<file path="src/bpp_pkg.sv">
// Shared constants and carrier types for the bidirectional printer port.
// Assumes a classic Wishbone slave with 32-bit data and byte addressing.
package bpp_pkg;

    // =====================================================================
    // Register map (word indices, one aligned word each)
    // =====================================================================
    localparam logic [3:0] BPP_IDX_DATA = 4'h0;
    localparam logic [3:0] BPP_IDX_STATUS = 4'h1;
    localparam logic [3:0] BPP_IDX_CONTROL = 4'h2;
    localparam logic [3:0] BPP_IDX_IRQ_STAT = 4'h3;
    localparam logic [3:0] BPP_IDX_IRQ_CLR = 4'h4;
    localparam logic [3:0] BPP_IDX_IRQ_EN = 4'h5;
    localparam int BPP_ADDR_W = 6;

    // =====================================================================
    // Field positions
    // =====================================================================
    localparam int BPP_CTL_STROBE = 0;
    localparam int BPP_CTL_FEED = 1;
    localparam int BPP_CTL_INIT = 2;
    localparam int BPP_CTL_SELECT = 3;
    localparam int BPP_CTL_IRQ_EN = 4;
    localparam int BPP_CTL_DIR = 5;
    localparam logic [7:0] BPP_CTL_MASK = 8'h3F;
    localparam int BPP_EVT_ACK = 0;
    localparam int BPP_EVT_W = 1;

    // =====================================================================
    // Reset values
    // =====================================================================
    localparam logic [7:0] BPP_DATA_RST = 8'h00;
    localparam logic [7:0] BPP_CTL_RST = 8'h00;
    localparam logic BPP_FLAG_RST = 1'b1;
    localparam logic [1:0] BPP_STAT_RSVD = 2'h3;

    // Printer-side inputs travel together.
    typedef struct packed {
        logic fault_n;
        logic online_in;
        logic no_media_in;
        logic ack_n;
        logic occupied_flag;
    } bpp_prn_in_t;

    typedef enum logic [1:0] {BPP_IDLE, BPP_ACK} bpp_bus_st_t;

endpackage

</file>
<file path="src/bpp_ack_edge.sv">
// Detects the release (low to high) of the active-low acknowledge line.
// Assumes the acknowledge input is already synchronous to clock.
`timescale 1ns/1ps
module bpp_ack_edge
    import bpp_pkg::*;
(
    input wire logic clock,
    input wire logic rst,
    input wire logic ack_n,
    output logic release_pulse
);

    logic ack_n_q;

    // =====================================================================
    // Edge detector
    // =====================================================================
    // Idles high so that reset never fakes a release.
    always_ff @(posedge clock) begin
        if (rst) begin
            ack_n_q <= 1'b1;
        end else begin
            ack_n_q <= ack_n;
        end
    end

    assign release_pulse = ack_n & ~ack_n_q;

endmodule

</file>
<file path="src/bpp_top.sv">
// Bidirectional printer port: data, status and control registers on Wishbone.
// Assumes printer inputs are synchronous to clock; pins use split in/out/oe.
//
// Design decision made here: the Wishbone slave port.
`timescale 1ns/1ps

// Summary of operation
// - Compatibility mode data read returns the last written byte.
// - Compatibility mode data write drives the pins at once.
// - Extended mode read returns written byte, or pins when direction set.
// - Extended mode writes always latch; pins driven only with direction clear.
// - Direction bit only acts with mode pin high.
// - Control bit 5 in extended mode turns data outputs off.
// - Status bits 0 and 1 read as one.
// - Status bit 2 clears when acknowledge is released while control bit 4 is set.
// - Status bit 2 sets again after a status read.
// - Status bits 3-6 follow inputs; bit 7 is inverted occupied input.
// - After reset status bits 0-2 read one.
// - Control reads return the low six bits of the last write; bits 6-7 read zero.
// - Control bits 0,1,3 drive strobe, line feed, select request.
// - Control bit 2 is inverted onto the printer reset output.
// - With bit 4 set, acknowledge release raises the interrupt.
// - With bit 4 clear, the printer interrupt pin floats.
module bpp_top
    import bpp_pkg::*;
(
    input wire logic clock,
    input wire logic rst,
    input wire logic wb_cyc_i,
    input wire logic wb_stb_i,
    input wire logic wb_we_i,
    input wire logic [BPP_ADDR_W-1:0] wb_adr_i,
    input wire logic [3:0] wb_sel_i,
    input wire logic [31:0] wb_dat_i,
    output logic [31:0] wb_dat_o,
    output logic wb_ack_o,
    input wire logic enhanced_mode_pin,
    input wire logic [7:0] parallel_data_pins_i,
    output logic [7:0] parallel_data_pins_o,
    output logic parallel_data_pins_oe_n,
    input wire bpp_prn_in_t prn_in,
    output logic strobe_out,
    output logic line_feed_out,
    output logic printer_init_out,
    output logic select_request_out,
    output logic printer_irq_o,
    output logic printer_irq_oe_n,
    output logic irq
);

    logic [7:0] data_q;
    logic [7:0] ctl_q;
    logic flag_q;
    logic [BPP_EVT_W-1:0] evt_q;
    logic [BPP_EVT_W-1:0] evt_en_q;
    logic ack_q;
    logic [31:0] rdata_q;
    logic ack_release;
    logic req;
    logic wr_lane0;
    logic rd_evt;
    logic dir_in;
    logic [7:0] rd_mux;

    // Decode word index from a byte address; used for reads and writes.
    function automatic logic [3:0] word_idx(input logic [BPP_ADDR_W-1:0] a);
        return a[5:2];
    endfunction

    // =====================================================================
    // Bus handshake
    // =====================================================================
    // One wait state: ack comes the cycle after the request and drops after.
    assign req = wb_cyc_i & wb_stb_i & ~ack_q;
    assign wr_lane0 = req & wb_we_i & wb_sel_i[0];
    assign rd_evt = req & ~wb_we_i;

    always_ff @(posedge clock) begin
        if (rst) begin
            ack_q <= 1'b0;
        end else begin
            ack_q <= req;
        end
    end
    assign wb_ack_o = ack_q;

    // =====================================================================
    // Data direction
    // =====================================================================
    // Direction is ignored in compatibility mode so the pins stay outputs.
    assign dir_in = enhanced_mode_pin & ctl_q[BPP_CTL_DIR];

    // Output latch is always written, whatever the direction.
    always_ff @(posedge clock) begin
        if (rst) begin
            data_q <= BPP_DATA_RST;
        end else if (wr_lane0 && word_idx(wb_adr_i) == BPP_IDX_DATA) begin
            data_q <= wb_dat_i[7:0];
        end
    end

    assign parallel_data_pins_o = data_q;
    assign parallel_data_pins_oe_n = dir_in;

    // =====================================================================
    // Control register
    // =====================================================================
    // Reserved bits are masked on write so they always read as zero.
    always_ff @(posedge clock) begin
        if (rst) begin
            ctl_q <= BPP_CTL_RST;
        end else if (wr_lane0 && word_idx(wb_adr_i) == BPP_IDX_CONTROL) begin
            ctl_q <= wb_dat_i[7:0] & BPP_CTL_MASK;
        end
    end

    assign strobe_out = ctl_q[BPP_CTL_STROBE];
    assign line_feed_out = ctl_q[BPP_CTL_FEED];
    assign select_request_out = ctl_q[BPP_CTL_SELECT];
    // The output is active high, so a cleared bit asserts the printer reset.
    assign printer_init_out = ~ctl_q[BPP_CTL_INIT];

    // =====================================================================
    // Acknowledge flag
    // =====================================================================
    bpp_ack_edge u_ack_edge (
        .clock(clock),
        .rst(rst),
        .ack_n(prn_in.ack_n),
        .release_pulse(ack_release)
    );

    // A release in the same cycle as a status read wins, so it is not lost.
    always_ff @(posedge clock) begin
        if (rst) begin
            flag_q <= BPP_FLAG_RST;
        end else if (ack_release && ctl_q[BPP_CTL_IRQ_EN]) begin
            flag_q <= 1'b0;
        end else if (rd_evt && word_idx(wb_adr_i) == BPP_IDX_STATUS) begin
            flag_q <= 1'b1;
        end
    end

    // Printer interrupt pin floats unless enabled; it is high while the flag is low.
    assign printer_irq_oe_n = ~ctl_q[BPP_CTL_IRQ_EN];
    assign printer_irq_o = ~flag_q;

    // =====================================================================
    // System interrupt status
    // =====================================================================
    // Sticky event bits; set wins over a write-one-to-clear in the same cycle.
    always_ff @(posedge clock) begin
        if (rst) begin
            evt_q <= '0;
        end else begin
            for (int i = 0; i < BPP_EVT_W; i++) begin
                if (i == BPP_EVT_ACK && ack_release) begin
                    evt_q[i] <= 1'b1;
                end else if (wr_lane0 && word_idx(wb_adr_i) == BPP_IDX_IRQ_CLR
                        && wb_dat_i[i]) begin
                    evt_q[i] <= 1'b0;
                end
            end
        end
    end

    always_ff @(posedge clock) begin
        if (rst) begin
            evt_en_q <= '0;
        end else if (wr_lane0 && word_idx(wb_adr_i) == BPP_IDX_IRQ_EN) begin
            evt_en_q <= wb_dat_i[BPP_EVT_W-1:0];
        end
    end

    assign irq = |(evt_q & evt_en_q);

    // =====================================================================
    // Read path
    // =====================================================================
    // Pin data is only visible when the port is turned round to input.
    always_comb begin
        rd_mux = 8'h00;
        case (word_idx(wb_adr_i))
            BPP_IDX_DATA: rd_mux = dir_in ? parallel_data_pins_i : data_q;
            BPP_IDX_STATUS: rd_mux = {~prn_in.occupied_flag, prn_in.ack_n,
                prn_in.no_media_in, prn_in.online_in, prn_in.fault_n,
                flag_q, BPP_STAT_RSVD};
            BPP_IDX_CONTROL: rd_mux = ctl_q;
            BPP_IDX_IRQ_STAT: rd_mux = {{(8-BPP_EVT_W){1'b0}}, evt_q};
            BPP_IDX_IRQ_EN: rd_mux = {{(8-BPP_EVT_W){1'b0}}, evt_en_q};
            default: rd_mux = 8'h00;
        endcase
    end

    always_ff @(posedge clock) begin
        if (rst) begin
            rdata_q <= 32'h00000000;
        end else if (rd_evt) begin
            rdata_q <= {24'h000000, rd_mux};
        end
    end
    assign wb_dat_o = rdata_q;
endmodule

</file>
<file path="config.mk">
export PLATFORM = sky130hd
export DESIGN_NAME = bpp_top
export DESIGN_NICKNAME = d
export VERILOG_FILES = /design/src/bpp_pkg.sv /design/src/bpp_ack_edge.sv /design/src/bpp_top.sv
export SDC_FILE = /design/constraint.sdc
export NUM_CORES = 1
export LEC_CHECK = 0
export BUFFER_PORTS_ARGS = -buffer_cell sky130_fd_sc_hd__buf_2
export CORE_ASPECT_RATIO = 0.8
export CORE_MARGIN = 2
export CORE_UTILIZATION = 30
export DETAILED_ROUTE_END_ITERATION = 10
export SETUP_SLACK_MARGIN = 0.2
export SLEW_MARGIN = 25
export SYNTH_ARGS = -nofsm -noshare
export SYNTH_HDL_FRONTEND = slang
export SYNTH_SLANG_ARGS = --single-unit
</file>
<file path="constraint.sdc">
create_clock -name clock -period 2.1 [get_ports clock]
set_clock_uncertainty 0.2 [all_clocks]
set_input_delay 0.21 -clock clock [delete_from_list [all_inputs] [get_ports clock]]
set_output_delay 0.21 -clock clock [all_outputs]
set_load 0.01 [all_outputs]
</file>
==> results of run 1 <==
-- logic make-up after synthesis --
kind of cell	Yosys count	synth area share, %
compound gates	25	13.1
other cells	1	0.264
mux	24	16.9
simple gates	43	15.8
buf+inv	35	15.9
flops	27	38.0
-- metal layers --
layer / part of all wire (%) / wire [um]
met1: 48 / 1740
met2: 43 / 1550
met3: 7.8 / 281
met4: 1.2 / 45
met5: 0 / 0
-- registers in the layout, summed over array words and instances (netlist names) --
name / cells
ctl_q: 6
evt_en_q: 1
evt_q: 1
flag_q: 1
parallel_data_pins_o: 8
u_ack_edge.ack_n_q: 1
wb_ack_o: 1
wb_dat_o: 8
-- worst min path at each step --
stage	from	to	slack, ns	cells after the start
after floorplan	prn_in[1]	u_ack_edge.ack_n_q	0.12	1
after global placement	wb_dat_i[7]	parallel_data_pins_o[7]	0.25	3
after detailed placement	prn_in[1]	u_ack_edge.ack_n_q	0.25	2
after CTS	wb_dat_i[0]	parallel_data_pins_o[0]	0.02	3
after global routing	wb_dat_i[0]	ctl_q[0]	0.04	3
final	wb_dat_i[0]	evt_en_q	0.03	3
-- timing repair --
| action | in CTS | in global routing |
|---|---|---|
| endpoints found under the setup margin | 0 | 2 |
| hold buffers | 8 | 0 |
| hold endpoints to repair | 13 | 0 |
| resized for setup | 0 | 1 |
-- area by class of cell --
type	count	area [sq um]	area share, %
clock buffer	4	45.0	2.44
timing repair buffer	72	420	22.8
inverter	4	15.0	0.815
multi-input combinational	116	747	40.5
sequential	27	541	29.3
tap	60	75.1	4.07
-- power breakdown --
group / total [W] / switching [W] / leakage, nW / internal (W)
clock network: 0.000291 / 0.000155 / 0.0228 / 0.000136
logic: 0.000123 / 0.0000717 / 0.662 / 0.0000513
registers: 0.000518 / 0.00000207 / 0.218 / 0.000516
-- cells in the mapped netlist (2+ instances only) --
cell type  count  area, sq um
a21oi_1        2         10.0
a22o_1         7         61.3
a22oi_1        4         30.0
buf_4         25          188
clkbuf_1       5         18.8
dfxtp_1       27          541
inv_1          4         15.0
mux2i_1       24          240
nand2_1        4         15.0
nand4b_1       2         17.5
nor2_1        23         86.3
o22ai_1        5         31.3
or2_2          2         12.5
-- through the flow --
step	instance area, sq um	util [%]	std cells	worst slack, ns
CTS	1840	40.2	283	0.314
floorplan	1510	-	178	0.284
global placement	1710	37.5	271	0.234
finish	1840	40.3	283	0.379
detailed placement	1710	37.5	271	0.240
global route	1840	40.3	283	0.237
-- critical path: stages (launching register included) --
cell and delay, ns:
dfxtp_1 0.31, nand3b_1 0.25, nor4bb_2 0.39, buf_4 0.22, mux2i_1 0.19, nor2_1 0.05
==> qor.json, run 1 <==
{
  "route.antenna.remaining_nets": {"value": 0},
  "chipWidth": {"value": 81.0, "unit": "um"},
  "r2r_setup_slack": {"value": 0.38, "unit": "ns"},
  "synth.lib_cells_used.distinct": {"value": 34},
  "timing.final.hold_violations": {"value": 0},
  "die_area": {"value": 5310, "unit": "sq um"},
  "synth_async_sr_flop_share": {"value": 0, "unit": "%"},
  "detail_route.iter0.violations": {"value": 46},
  "min_period": {"value": 1.72, "unit": "ns"},
  "antenna_found_initial": {"value": 0},
  "dominantRegCellSynth": {"value": "dfxtp_1"},
  "max_freq": {"value": 0.581, "unit": "GHz"},
  "reg2reg_launch_point": {"value": "wb_ack_o"},
  "yosysSeqAreaShare": {"value": 38.0, "unit": "%"},
  "clk_pin_slew": {"value": 0.09, "unit": "ns"},
  "clk-insertion-delay-late": {"value": 0.27, "unit": "ns"},
  "root_buffer_master": {"value": "clkbuf_8"},
  "power_leakage": {"value": 0.903, "unit": "nW"},
  "crit_type": {"value": "reg2reg"},
  "worstSetupStartpoint": {"value": "wb_ack_o"},
  "vdd.ir_drop.worst": {"value": 0.000253, "unit": "V"},
  "period_share": {"value": 81.9, "unit": "%"},
  "wire_per_inst": {"value": 12.8, "unit": "um"},
  "timing.critical_path.fanout_max": {"value": 4},
  "number_of_optimization_iterations_in_the_first_detailed_route_pass": {"value": 4},
  "reg2reg_to": {"value": "ctl_q[0]"},
  "place.detailed.hpwl": {"value": 2830, "unit": "um"},
  "synth_edf_count": {"value": 0},
  "avgViaCountPerCell": {"value": 4.31},
  "critPathCapture": {"value": "ctl_q[0]"},
  "outcome": {"value": "finished, final reports clean"},
  "num_rows": {"value": 22},
  "gpl.final_weighted_congestion": {"value": 0.823},
  "die_height": {"value": 65.6, "unit": "um"},
  "cts_tree": {"value": "done"},
  "first_global_vias": {"value": 1104},
  "postRouteWirelength": {"value": 3610, "unit": "um"},
  "cts_buffers": {"value": 3},
  "timing.critical_path.from_type": {"value": "flip-flop"},
  "crit_arrival": {"value": 1.68, "unit": "ns"},
  "grt_use_met3": {"value": 3.43, "unit": "%"},
  "core-area": {"value": 4570, "unit": "sq um"},
  "area_grow_syn2layout": {"value": 29.7, "unit": "%"},
  "synth_area": {"value": 1420, "unit": "sq um"},
  "busiest_layer": {"value": "met2"},
  "layout.cells.most_common_list": {"value": "56 x buf_2, 27 x dfxtp_1, 24 x mux2i_1, 24 x conb_1, 23 x nor2_1"},
  "final.hold.worst_slack": {"value": 0.0283, "unit": "ns"},
  "setup_tns": {"value": 0, "unit": "ns"},
  "timing.hold.worst.class": {"value": "in2reg"},
  "floorplan.initialDensity": {"value": 31.1, "unit": "%"},
  "cp_data_required_time": {"value": 2.05, "unit": "ns"},
  "globalRouteTotalUtil": {"value": 13.8, "unit": "%"},
  "layout-drive-gt1-share": {"value": 32.3, "unit": "%"},
  "htreeDepth": {"value": 1},
  "insertedDiodeCount": {"value": 0},
  "use_met2": {"value": 20.7, "unit": "%"},
  "post_synth_inst_count": {"value": 155},
  "ys_seq_elements": {"value": 27},
  "routed-via-count": {"value": 1219},
  "timing.final.setup_violations": {"value": 0},
  "totalPowerFinal": {"value": 0.000932, "unit": "W"},
  "setup_repair_after_global_routing_missed_its_margin": {"value": "false"},
  "post-cts-setup-buffer-count": {"value": 0},
  "numClockSinks": {"value": 27},
  "fillCellCount": {"value": 479},
  "grt-ovfl-total": {"value": 0},
  "mostFrequentLayoutCell": {"value": "buf_2"},
  "slew_viol_final": {"value": 0},
  "max-cap-violations": {"value": 0},
  "io_buffers": {"value": 56},
  "pin_count": {"value": 110},
  "yosys_warnings": {"value": 0},
  "groute.layer.met1.usage": {"value": 19.2, "unit": "%"},
  "layout.nets": {"value": 285},
  "pin_count_of_the_biggest_net_entering_global_routing": {"value": 23},
  "buffers_from_clock_root_to_sink_at_most": {"value": 2},
  "reg2regPathDepth": {"value": 5},
  "p_per_area": {"value": 506, "unit": "nW/um^2"},
  "worstSetupEndpointType": {"value": "flip-flop"},
  "grt_pass1_wl": {"value": 5500, "unit": "um"},
  "synth.avg_cell_area": {"value": 9.17, "unit": "sq um"},
  "drc_violations_left": {"value": 0}
}
(Power assumes the default switching activity.)
==> run 2: changes to the inputs <==
==> constraint.sdc (replaced) <==
create_clock -name clock -period 1.6 [get_ports clock]
set_clock_uncertainty 0.2 [all_clocks]
set_input_delay 0.16 -clock clock [delete_from_list [all_inputs] [get_ports clock]]
set_output_delay 0.16 -clock clock [all_outputs]
set_load 0.01 [all_outputs]
==> run 2 against run 1 <==
Net effect: final area up 8.1%; die area unchanged; total power is 35% higher; critical path depth unchanged; via count is 6.2% higher; non-clock buffer count up 12; first-iteration DRC count is 20% higher; sequential share of layout area down 2.1 points; hold slack better by 0.065 ns; maximum frequency increased by 7.6%; critical endpoint is now ctl_q[4].
==> qor.json, run 2 (synthesis gave the netlist of run 1 again) <==
{
  "period_share": {"value": 99.9, "unit": "%", "change": "+18 points"},
  "io_buffers": {"value": 56, "change": "unchanged"},
  "drc_violations_left": {"value": 0, "change": "unchanged"},
  "timing.final.setup_violations": {"value": 0, "change": "unchanged"},
  "gpl.final_weighted_congestion": {"value": 0.834, "change": "+1.3%"},
  "max_freq": {"value": 0.626, "unit": "GHz", "change": "+7.6%"},
  "core-area": {"value": 4570, "unit": "sq um", "change": "unchanged"},
  "outcome": {"value": "finished, final reports clean"},
  "crit_arrival": {"value": 1.57, "unit": "ns", "change": "-0.11 ns"},
  "crit_type": {"value": "reg2reg"},
  "htreeDepth": {"value": 1, "change": "unchanged"},
  "fillCellCount": {"value": 487, "change": "+1.7%"},
  "multi_input_gate_area_in_the_final_layout": {"value": 781, "unit": "sq um", "change": "+4.5%"},
  "min_period": {"value": 1.60, "unit": "ns", "change": "-0.122 ns"},
  "numClockSinks": {"value": 27, "change": "unchanged"},
  "globalRouteTotalUtil": {"value": 14.4, "unit": "%", "change": "+0.55 points"},
  "layout.cells.most_common_list": {"value": "55 x buf_2, 25 x dfxtp_1, 24 x conb_1"},
  "p_per_area": {"value": 633, "unit": "nW/um^2", "change": "+25%"},
  "dp.cells": {"value": 278, "change": "+2.6%"},
  "floorplan.initialDensity": {"value": 31.1, "unit": "%", "change": "unchanged"},
  "routed-via-count": {"value": 1294, "change": "+6.2%"},
  "mostFrequentLayoutCell": {"value": "buf_2"},
  "root_buffer_master": {"value": "clkbuf_8"},
  "postRouteWirelength": {"value": 3750, "unit": "um", "change": "+3.9%"},
  "timing.critical_path.slowest_stage_cell": {"value": "dfxtp_2"},
  "buffers_from_clock_root_to_sink_at_most": {"value": 2, "change": "unchanged"},
  "non_filler_instances": {"value": 295, "change": "+4.2%"},
  "totalPowerFinal": {"value": 0.00126, "unit": "W", "change": "+35%"},
  "insertedDiodeCount": {"value": 0, "change": "unchanged"},
  "layout.nets": {"value": 297, "change": "+4.2%"},
  "path_buf_inv": {"value": 1, "change": "unchanged"},
  "cts_tree": {"value": "done"},
  "first_global_vias": {"value": 1210, "change": "+9.6%"},
  "grt_pass1_wl": {"value": 5820, "unit": "um", "change": "+5.9%"},
  "route.antenna.remaining_nets": {"value": 0, "change": "unchanged"},
  "timing.final.hold_violations": {"value": 0, "change": "unchanged"},
  "pin_count_of_the_biggest_net_entering_global_routing": {"value": 15, "change": "-35%"},
  "slew_viol_final": {"value": 0, "change": "unchanged"},
  "pin_count": {"value": 110, "change": "unchanged"},
  "wire_per_inst": {"value": 12.7, "unit": "um", "change": "-0.30%"},
  "timing.critical_path.max_delay_family": {"value": "simple AND/OR/NAND/NOR gates"},
  "worstPathCellList": {"value": "nand3b_1 > nor4bb_1 > buf_4 > mux2i_2 > nor2_1"},
  "worstSetupEndpointType": {"value": "flip-flop"},
  "place.detailed.hpwl": {"value": 2890, "unit": "um", "change": "+2.2%"},
  "max-cap-violations": {"value": 0, "change": "unchanged"},
  "register_area": {"value": 543, "unit": "sq um", "change": "+0.46%"},
  "antenna_found_initial": {"value": 0, "change": "unchanged"},
  "timing.critical_path.fanout_max": {"value": 6, "change": "+2"},
  "cts_buffers": {"value": 3, "change": "unchanged"},
  "area_grow_syn2layout": {"value": 40.1, "unit": "%"},
  "clk_pin_slew": {"value": 0.10, "unit": "ns", "change": "about the same"},
  "die_height": {"value": 65.6, "unit": "um", "change": "unchanged"},
  "crit_cells": {"value": 5, "change": "unchanged"},
  "clk-insertion-delay-late": {"value": 0.27, "unit": "ns", "change": "about the same"},
  "hold-path-cell-count": {"value": 3, "change": "unchanged"},
  "layout-drive-gt1-share": {"value": 39.1, "unit": "%", "change": "+6.9 points"},
  "timing.hold.worst.class": {"value": "in2reg"},
  "setup_repair_after_global_routing_missed_its_margin": {"value": "true"},
  "detail_route.iter0.violations": {"value": 55, "change": "+20%"},
  "number_of_optimization_iterations_in_the_first_detailed_route_pass": {"value": 4, "change": "unchanged"},
  "power_leakage": {"value": 0.971, "unit": "nW", "change": "+7.5%"},
  "reg2regPathDepth": {"value": 5, "change": "unchanged"},
  "timing.critical_path.from_type": {"value": "flip-flop"},
  "cp_data_required_time": {"value": 1.57, "unit": "ns", "change": "-0.48 ns"},
  "die_area": {"value": 5310, "unit": "sq um", "change": "unchanged"},
  "num_rows": {"value": 22, "change": "unchanged"},
  "chipWidth": {"value": 81.0, "unit": "um", "change": "unchanged"},
  "grt-ovfl-total": {"value": 0, "change": "unchanged"},
  "vdd.ir_drop.worst": {"value": 0.000422, "unit": "V", "change": "+67%"},
  "avgViaCountPerCell": {"value": 4.39, "change": "+1.8%"},
  "critical_path.max_stage_delay": {"value": 0.33, "unit": "ns", "change": "-0.06 ns"}
}
[run 2: cell count changes in the layout (fill, tap and decap cells not counted), sizes merged]
cell / delta
buf: +10
dlygate4sd3: +2
[run 2: worst register-to-register path: cells and delay by family (launching register included)]
family	cells	cell delay (ns)
DFF	1	0.33
muxes	1	0.24
buffers and inverters	1	0.23
and+or+nand+nor	3	0.50
[run 2: routing by layer]
metal	wire length, um	GRT usage (%)	vias to the layer above	part of all wire [%]
met5	0	0	-	0
met4	32	2.33	0	0.85
met3	246	3.98	4	6.6
met2	1620	21.6	51	43
met1	1850	20.7	582	49
li1	-	-	657	-
[run 2: area by class of cell]
cell class | count | area share (%)
Inverter | 4 | 0.754
Multi-Input combinational cell | 116 | 39.2
Clock buffer | 4 | 2.26
Timing Repair Buffer | 84 | 26.8
Tap cell | 60 | 3.77
Sequential cell | 27 | 27.3
[run 2: final timing paths]
path	slack [ns]	end	from
max	0.002	ctl_q[4]	wb_ack_o
min	0.09	wb_dat_o[7]	prn_in[0]
max reg2reg	0.002	ctl_q[4]	wb_ack_o
min reg2reg	0.29	wb_dat_o[1]	wb_dat_o[1]
[run 2: where the power goes]
group | switching, W | internal (W) | leakage [nW]
clock network | 0.000214 | 0.000178 | 0.0228
registers | 0.00000297 | 0.000678 | 0.219
logic | 0.000102 | 0.0000849 | 0.729
total | 0.000319 | 0.000941 | 0.971
[run 2: metrics by stage]
| stage | TNS (ns) | cell area, sq um | util, % | worst slack [ns] | hold WS [ns] |
|---|---|---|---|---|---|
| global placement | -1.18 | 1780 | 39.0 | -0.136 | 0.196 |
| floorplan | -1.49 | 1540 | - | -0.148 | 0.0666 |
| CTS | 0 | 1960 | 42.9 | 0.00781 | 0.0929 |
| finish | 0 | 1990 | 43.6 | 0.00172 | 0.0936 |
| detailed placement | -1.15 | 1780 | 39.0 | -0.140 | 0.205 |
| global route | -0.771 | 1990 | 43.6 | -0.0900 | 0.103 |
[run 2: repair_timing]
action                                  4_1_cts  5_1_grt
pin swaps                                     3        5
endpoints found under the hold margin        16        0
endpoints found under the setup margin       23       26
gates resized for setup                       7        5
setup buffers                                 1        2
hold buffers                                 10        0
==> run 3: changes to the inputs <==
--- a/config.mk
+++ b/config.mk
@@ -5,11 +5,11 @@
 export SDC_FILE = /design/constraint.sdc
 export NUM_CORES = 1
 export LEC_CHECK = 0
-export BUFFER_PORTS_ARGS = -buffer_cell sky130_fd_sc_hd__buf_2
 export CORE_ASPECT_RATIO = 0.8
 export CORE_MARGIN = 2
 export CORE_UTILIZATION = 30
 export DETAILED_ROUTE_END_ITERATION = 10
+export DONT_BUFFER_PORTS = 1
 export SETUP_SLACK_MARGIN = 0.2
 export SLEW_MARGIN = 25
 export SYNTH_ARGS = -nofsm -noshare
==> run 3 against run 2 <==
Net effect: the flow now finishes with violations (negative hold slack, negative setup slack); maximum frequency down 3.1%; sequential cell count unchanged; via count down 18%; clock power up 6.1%; die area unchanged; final area down 18%; first-iteration DRC count down 31%; final cell count down 23%; largest cell class unchanged.
==> qor.json, run 3 (synthesis gave the netlist of run 1 again) <==
{
  "outcome": {"value": "finished, violations left"},
  "violations_in_the_final_reports": {"value": "negative hold slack, negative setup slack"},
  "layout.cells.most_common_list": {"value": "25 x dfxtp_1, 24 x mux2i_1, 24 x conb_1"},
  "vdd.ir_drop.worst": {"value": 0.000326, "unit": "V", "change": "-23%"},
  "grt_pass1_wl": {"value": 5350, "unit": "um", "change": "-8.1%"},
  "crit_arrival": {"value": 1.64, "unit": "ns", "change": "+0.07 ns"},
  "timing.final.setup_violations": {"value": 14, "change": "+14"},
  "timing.hold.worst.class": {"value": "in2reg"},
  "layout-drive-gt1-share": {"value": 21.0, "unit": "%", "change": "-18 points"},
  "area_grow_syn2layout": {"value": 14.6, "unit": "%"},
  "grt-ovfl-total": {"value": 0, "change": "unchanged"},
  "die_area": {"value": 5310, "unit": "sq um", "change": "unchanged"},
  "slew_viol_final": {"value": 0, "change": "unchanged"},
  "final.setup.worst_slack": {"value": -0.0500, "unit": "ns", "change": "-0.0517 ns"},
  "power.combinational.fraction": {"value": 9.2, "unit": "%", "change": "-5.7 points"},
  "route.antenna.remaining_nets": {"value": 0, "change": "unchanged"},
  "htreeDepth": {"value": 1, "change": "unchanged"},
  "routed-via-count": {"value": 1063, "change": "-18%"},
  "power.share.sequential": {"value": 56.4, "unit": "%", "change": "+2.4 points"},
  "insertedDiodeCount": {"value": 0, "change": "unchanged"},
  "number_of_optimization_iterations_in_the_first_detailed_route_pass": {"value": 4, "change": "unchanged"},
  "register_area": {"value": 543, "unit": "sq um", "change": "unchanged"},
  "max-cap-violations": {"value": 0, "change": "unchanged"},
  "final.hold.worst_slack": {"value": -0.269, "unit": "ns", "change": "-0.363 ns"},
  "period_share": {"value": 103, "unit": "%", "change": "+3.2 points"},
  "power_switching_share": {"value": 25.7, "unit": "%", "change": "+0.36 points"},
  "antenna_found_initial": {"value": 0, "change": "unchanged"},
  "cp_data_required_time": {"value": 1.59, "unit": "ns", "change": "+0.02 ns"},
  "wire_per_inst": {"value": 15.7, "unit": "um", "change": "+23%"},
  "postRouteWirelength": {"value": 3560, "unit": "um", "change": "-5.2%"},
  "setup_tns": {"value": -0.373, "unit": "ns", "change": "-0.373 ns"},
  "p_per_area": {"value": 743, "unit": "nW/um^2", "change": "+17%"},
  "numClockSinks": {"value": 27, "change": "unchanged"},
  "reg2reg_launch_point": {"value": "wb_ack_o"},
  "gpl.final_weighted_congestion": {"value": 0.760, "change": "-8.9%"},
  "globalRouteTotalUtil": {"value": 13.5, "unit": "%", "change": "-0.90 points"},
  "timing.critical_path.fanout_max": {"value": 4, "change": "-2"},
  "worstSetupStartpoint": {"value": "wb_ack_o"},
  "timing.critical_path.from_type": {"value": "flip-flop"},
  "pin_count": {"value": 110, "change": "unchanged"},
  "pwr-share-clk": {"value": 34.4, "unit": "%", "change": "+3.3 points"},
  "drc_violations_left": {"value": 0, "change": "unchanged"},
  "reg2reg_to": {"value": "ctl_q[4]"},
  "core-area": {"value": 4570, "unit": "sq um", "change": "unchanged"},
  "num_rows": {"value": 22, "change": "unchanged"},
  "multi_input_gate_area_in_the_final_layout": {"value": 806, "unit": "sq um", "change": "+3.2%"},
  "cts_buffers": {"value": 3, "change": "unchanged"},
  "floorplan.initialDensity": {"value": 31.1, "unit": "%", "change": "unchanged"},
  "final_cell_area": {"value": 1630, "unit": "sq um", "change": "-18%"},
  "crit_type": {"value": "reg2reg"},
  "placedInstanceArea": {"value": 1500, "unit": "sq um", "change": "-16%"},
  "clk_pin_slew": {"value": 0.10, "unit": "ns", "change": "about the same"},
  "chipWidth": {"value": 81.0, "unit": "um", "change": "unchanged"},
  "die_height": {"value": 65.6, "unit": "um", "change": "unchanged"},
  "reg2regPathDepth": {"value": 5, "change": "unchanged"},
  "layout.nets": {"value": 229, "change": "-23%"},
  "max_freq": {"value": 0.606, "unit": "GHz", "change": "-3.1%"},
  "buffers_from_clock_root_to_sink_at_most": {"value": 2, "change": "unchanged"},
  "io_buffers": {"value": 0, "change": "-100%"},
  "setup_repair_after_global_routing_missed_its_margin": {"value": "true"},
  "p_switching": {"value": 0.000311, "unit": "W", "change": "-2.7%"},
  "worstSetupEndpointType": {"value": "flip-flop"},
  "critPathCapture": {"value": "ctl_q[4]"},
  "mostFrequentLayoutCell": {"value": "dfxtp_1"},
  "fillCellCount": {"value": 475, "change": "-2.5%"},
  "cts_tree": {"value": "done"},
  "r2r_setup_slack": {"value": -0.05, "unit": "ns", "change": "-0.05 ns"},
  "detail_route.iter0.violations": {"value": 38, "change": "-31%"},
  "cellInternalPower": {"value": 0.000899, "unit": "W", "change": "-4.5%"},
  "avgViaCountPerCell": {"value": 4.68, "change": "+6.8%"},
  "min_period": {"value": 1.65, "unit": "ns", "change": "+0.0517 ns"},
  "cts-hold-fix-buffers": {"value": 1, "change": "-9"},
  "root_buffer_master": {"value": "clkbuf_8"},
  "power_leakage": {"value": 0.670, "unit": "nW", "change": "-31%"},
  "first_global_vias": {"value": 990, "change": "-18%"},
  "clk-insertion-delay-late": {"value": 0.28, "unit": "ns", "change": "about the same"},
  "timing.final.hold_violations": {"value": 27, "change": "+27"},
  "pin_count_of_the_biggest_net_entering_global_routing": {"value": 23, "change": "+8"},
  "place.detailed.hpwl": {"value": 2790, "unit": "um", "change": "-3.4%"}
}
[run 3: cell types whose count changed in the layout (fill, tap and decap cells not counted), sizes merged]
cell         delta
dlygate4sd3     -9
buf            -59
clkbuf          -1
clkinvlp        +1
[run 3: layer usage]
metal / GRT usage (%) / routed length (um) / part of all wire [%]
met5: 0 / 0 / 0
met4: 3.18 / 13 / 0.37
met1: 17.5 / 1550 / 44
met2: 19.8 / 1540 / 43
met3: 6.87 / 460 / 13
[run 3: stage by stage]
stage | hold WS (ns) | utilization (%) | power (W) | instances | setup slack (ns)
after floorplan | 0.0666 | - | 0.000819 | 178 | -0.148
after global placement | 0.0304 | 32.7 | 0.000792 | 220 | -0.0678
after detailed placement | 0.0346 | 32.7 | 0.000792 | 220 | -0.0621
after CTS | -0.270 | 35.2 | 0.00121 | 225 | -0.0882
after global routing | -0.273 | 35.7 | 0.00125 | 227 | -0.170
final | -0.269 | 35.7 | 0.00121 | 227 | -0.0500
[run 3: critical path, stage by stage (launching register included)]
cell	delay (ns)
dfxtp_2	0.33
nand3b_1	0.22
nor4bb_2	0.35
buf_4	0.22
mux2i_1	0.19
nor2_1	0.05
[run 3: area by class of cell]
type / instances / share of cell area (%)
clock buffer: 3 / 2.53
clock inverter: 1 / 0.461
inverter: 4 / 0.922
multi-input combinational: 116 / 49.5
sequential: 27 / 33.3
tap: 60 / 4.61
timing repair buffer: 16 / 8.68
[run 3: what timing repair did]
action                     CTS  global route
gates resized for setup     12             2
buffers inserted             0             2
gates cloned                 0             0
pin swaps                    3             4
setup endpoints to repair   25            25
hold endpoints to repair    27            27
[run 3: worst min path at each step]
stage          startpoint                  to  cells after the start  slack [ns]
3_3_place_gp          rst            wb_ack_o                      1        0.03
5_1_grt               rst            ctl_q[5]                      1       -0.27
3_5_place_dp          rst            wb_ack_o                      1        0.03
4_1_cts               rst            wb_ack_o                      1       -0.27
2_1_floorplan   prn_in[1]  u_ack_edge.ack_n_q                      1        0.07
6_report              rst            wb_ack_o                      1       -0.27
[run 3: power by group through the flow]
| stage | registers, W | clock network [W] | logic (W) |
|---|---|---|---|
| CTS | 0.000683 | 0.000424 | 0.000105 |
| global placement | 0.000698 | 0 | 0.0000938 |
| detailed placement | 0.000698 | 0 | 0.0000941 |
| floorplan | 0.000697 | 0 | 0.000121 |
| finish | 0.000683 | 0.000416 | 0.000111 |
| global route | 0.000684 | 0.000446 | 0.000123 |
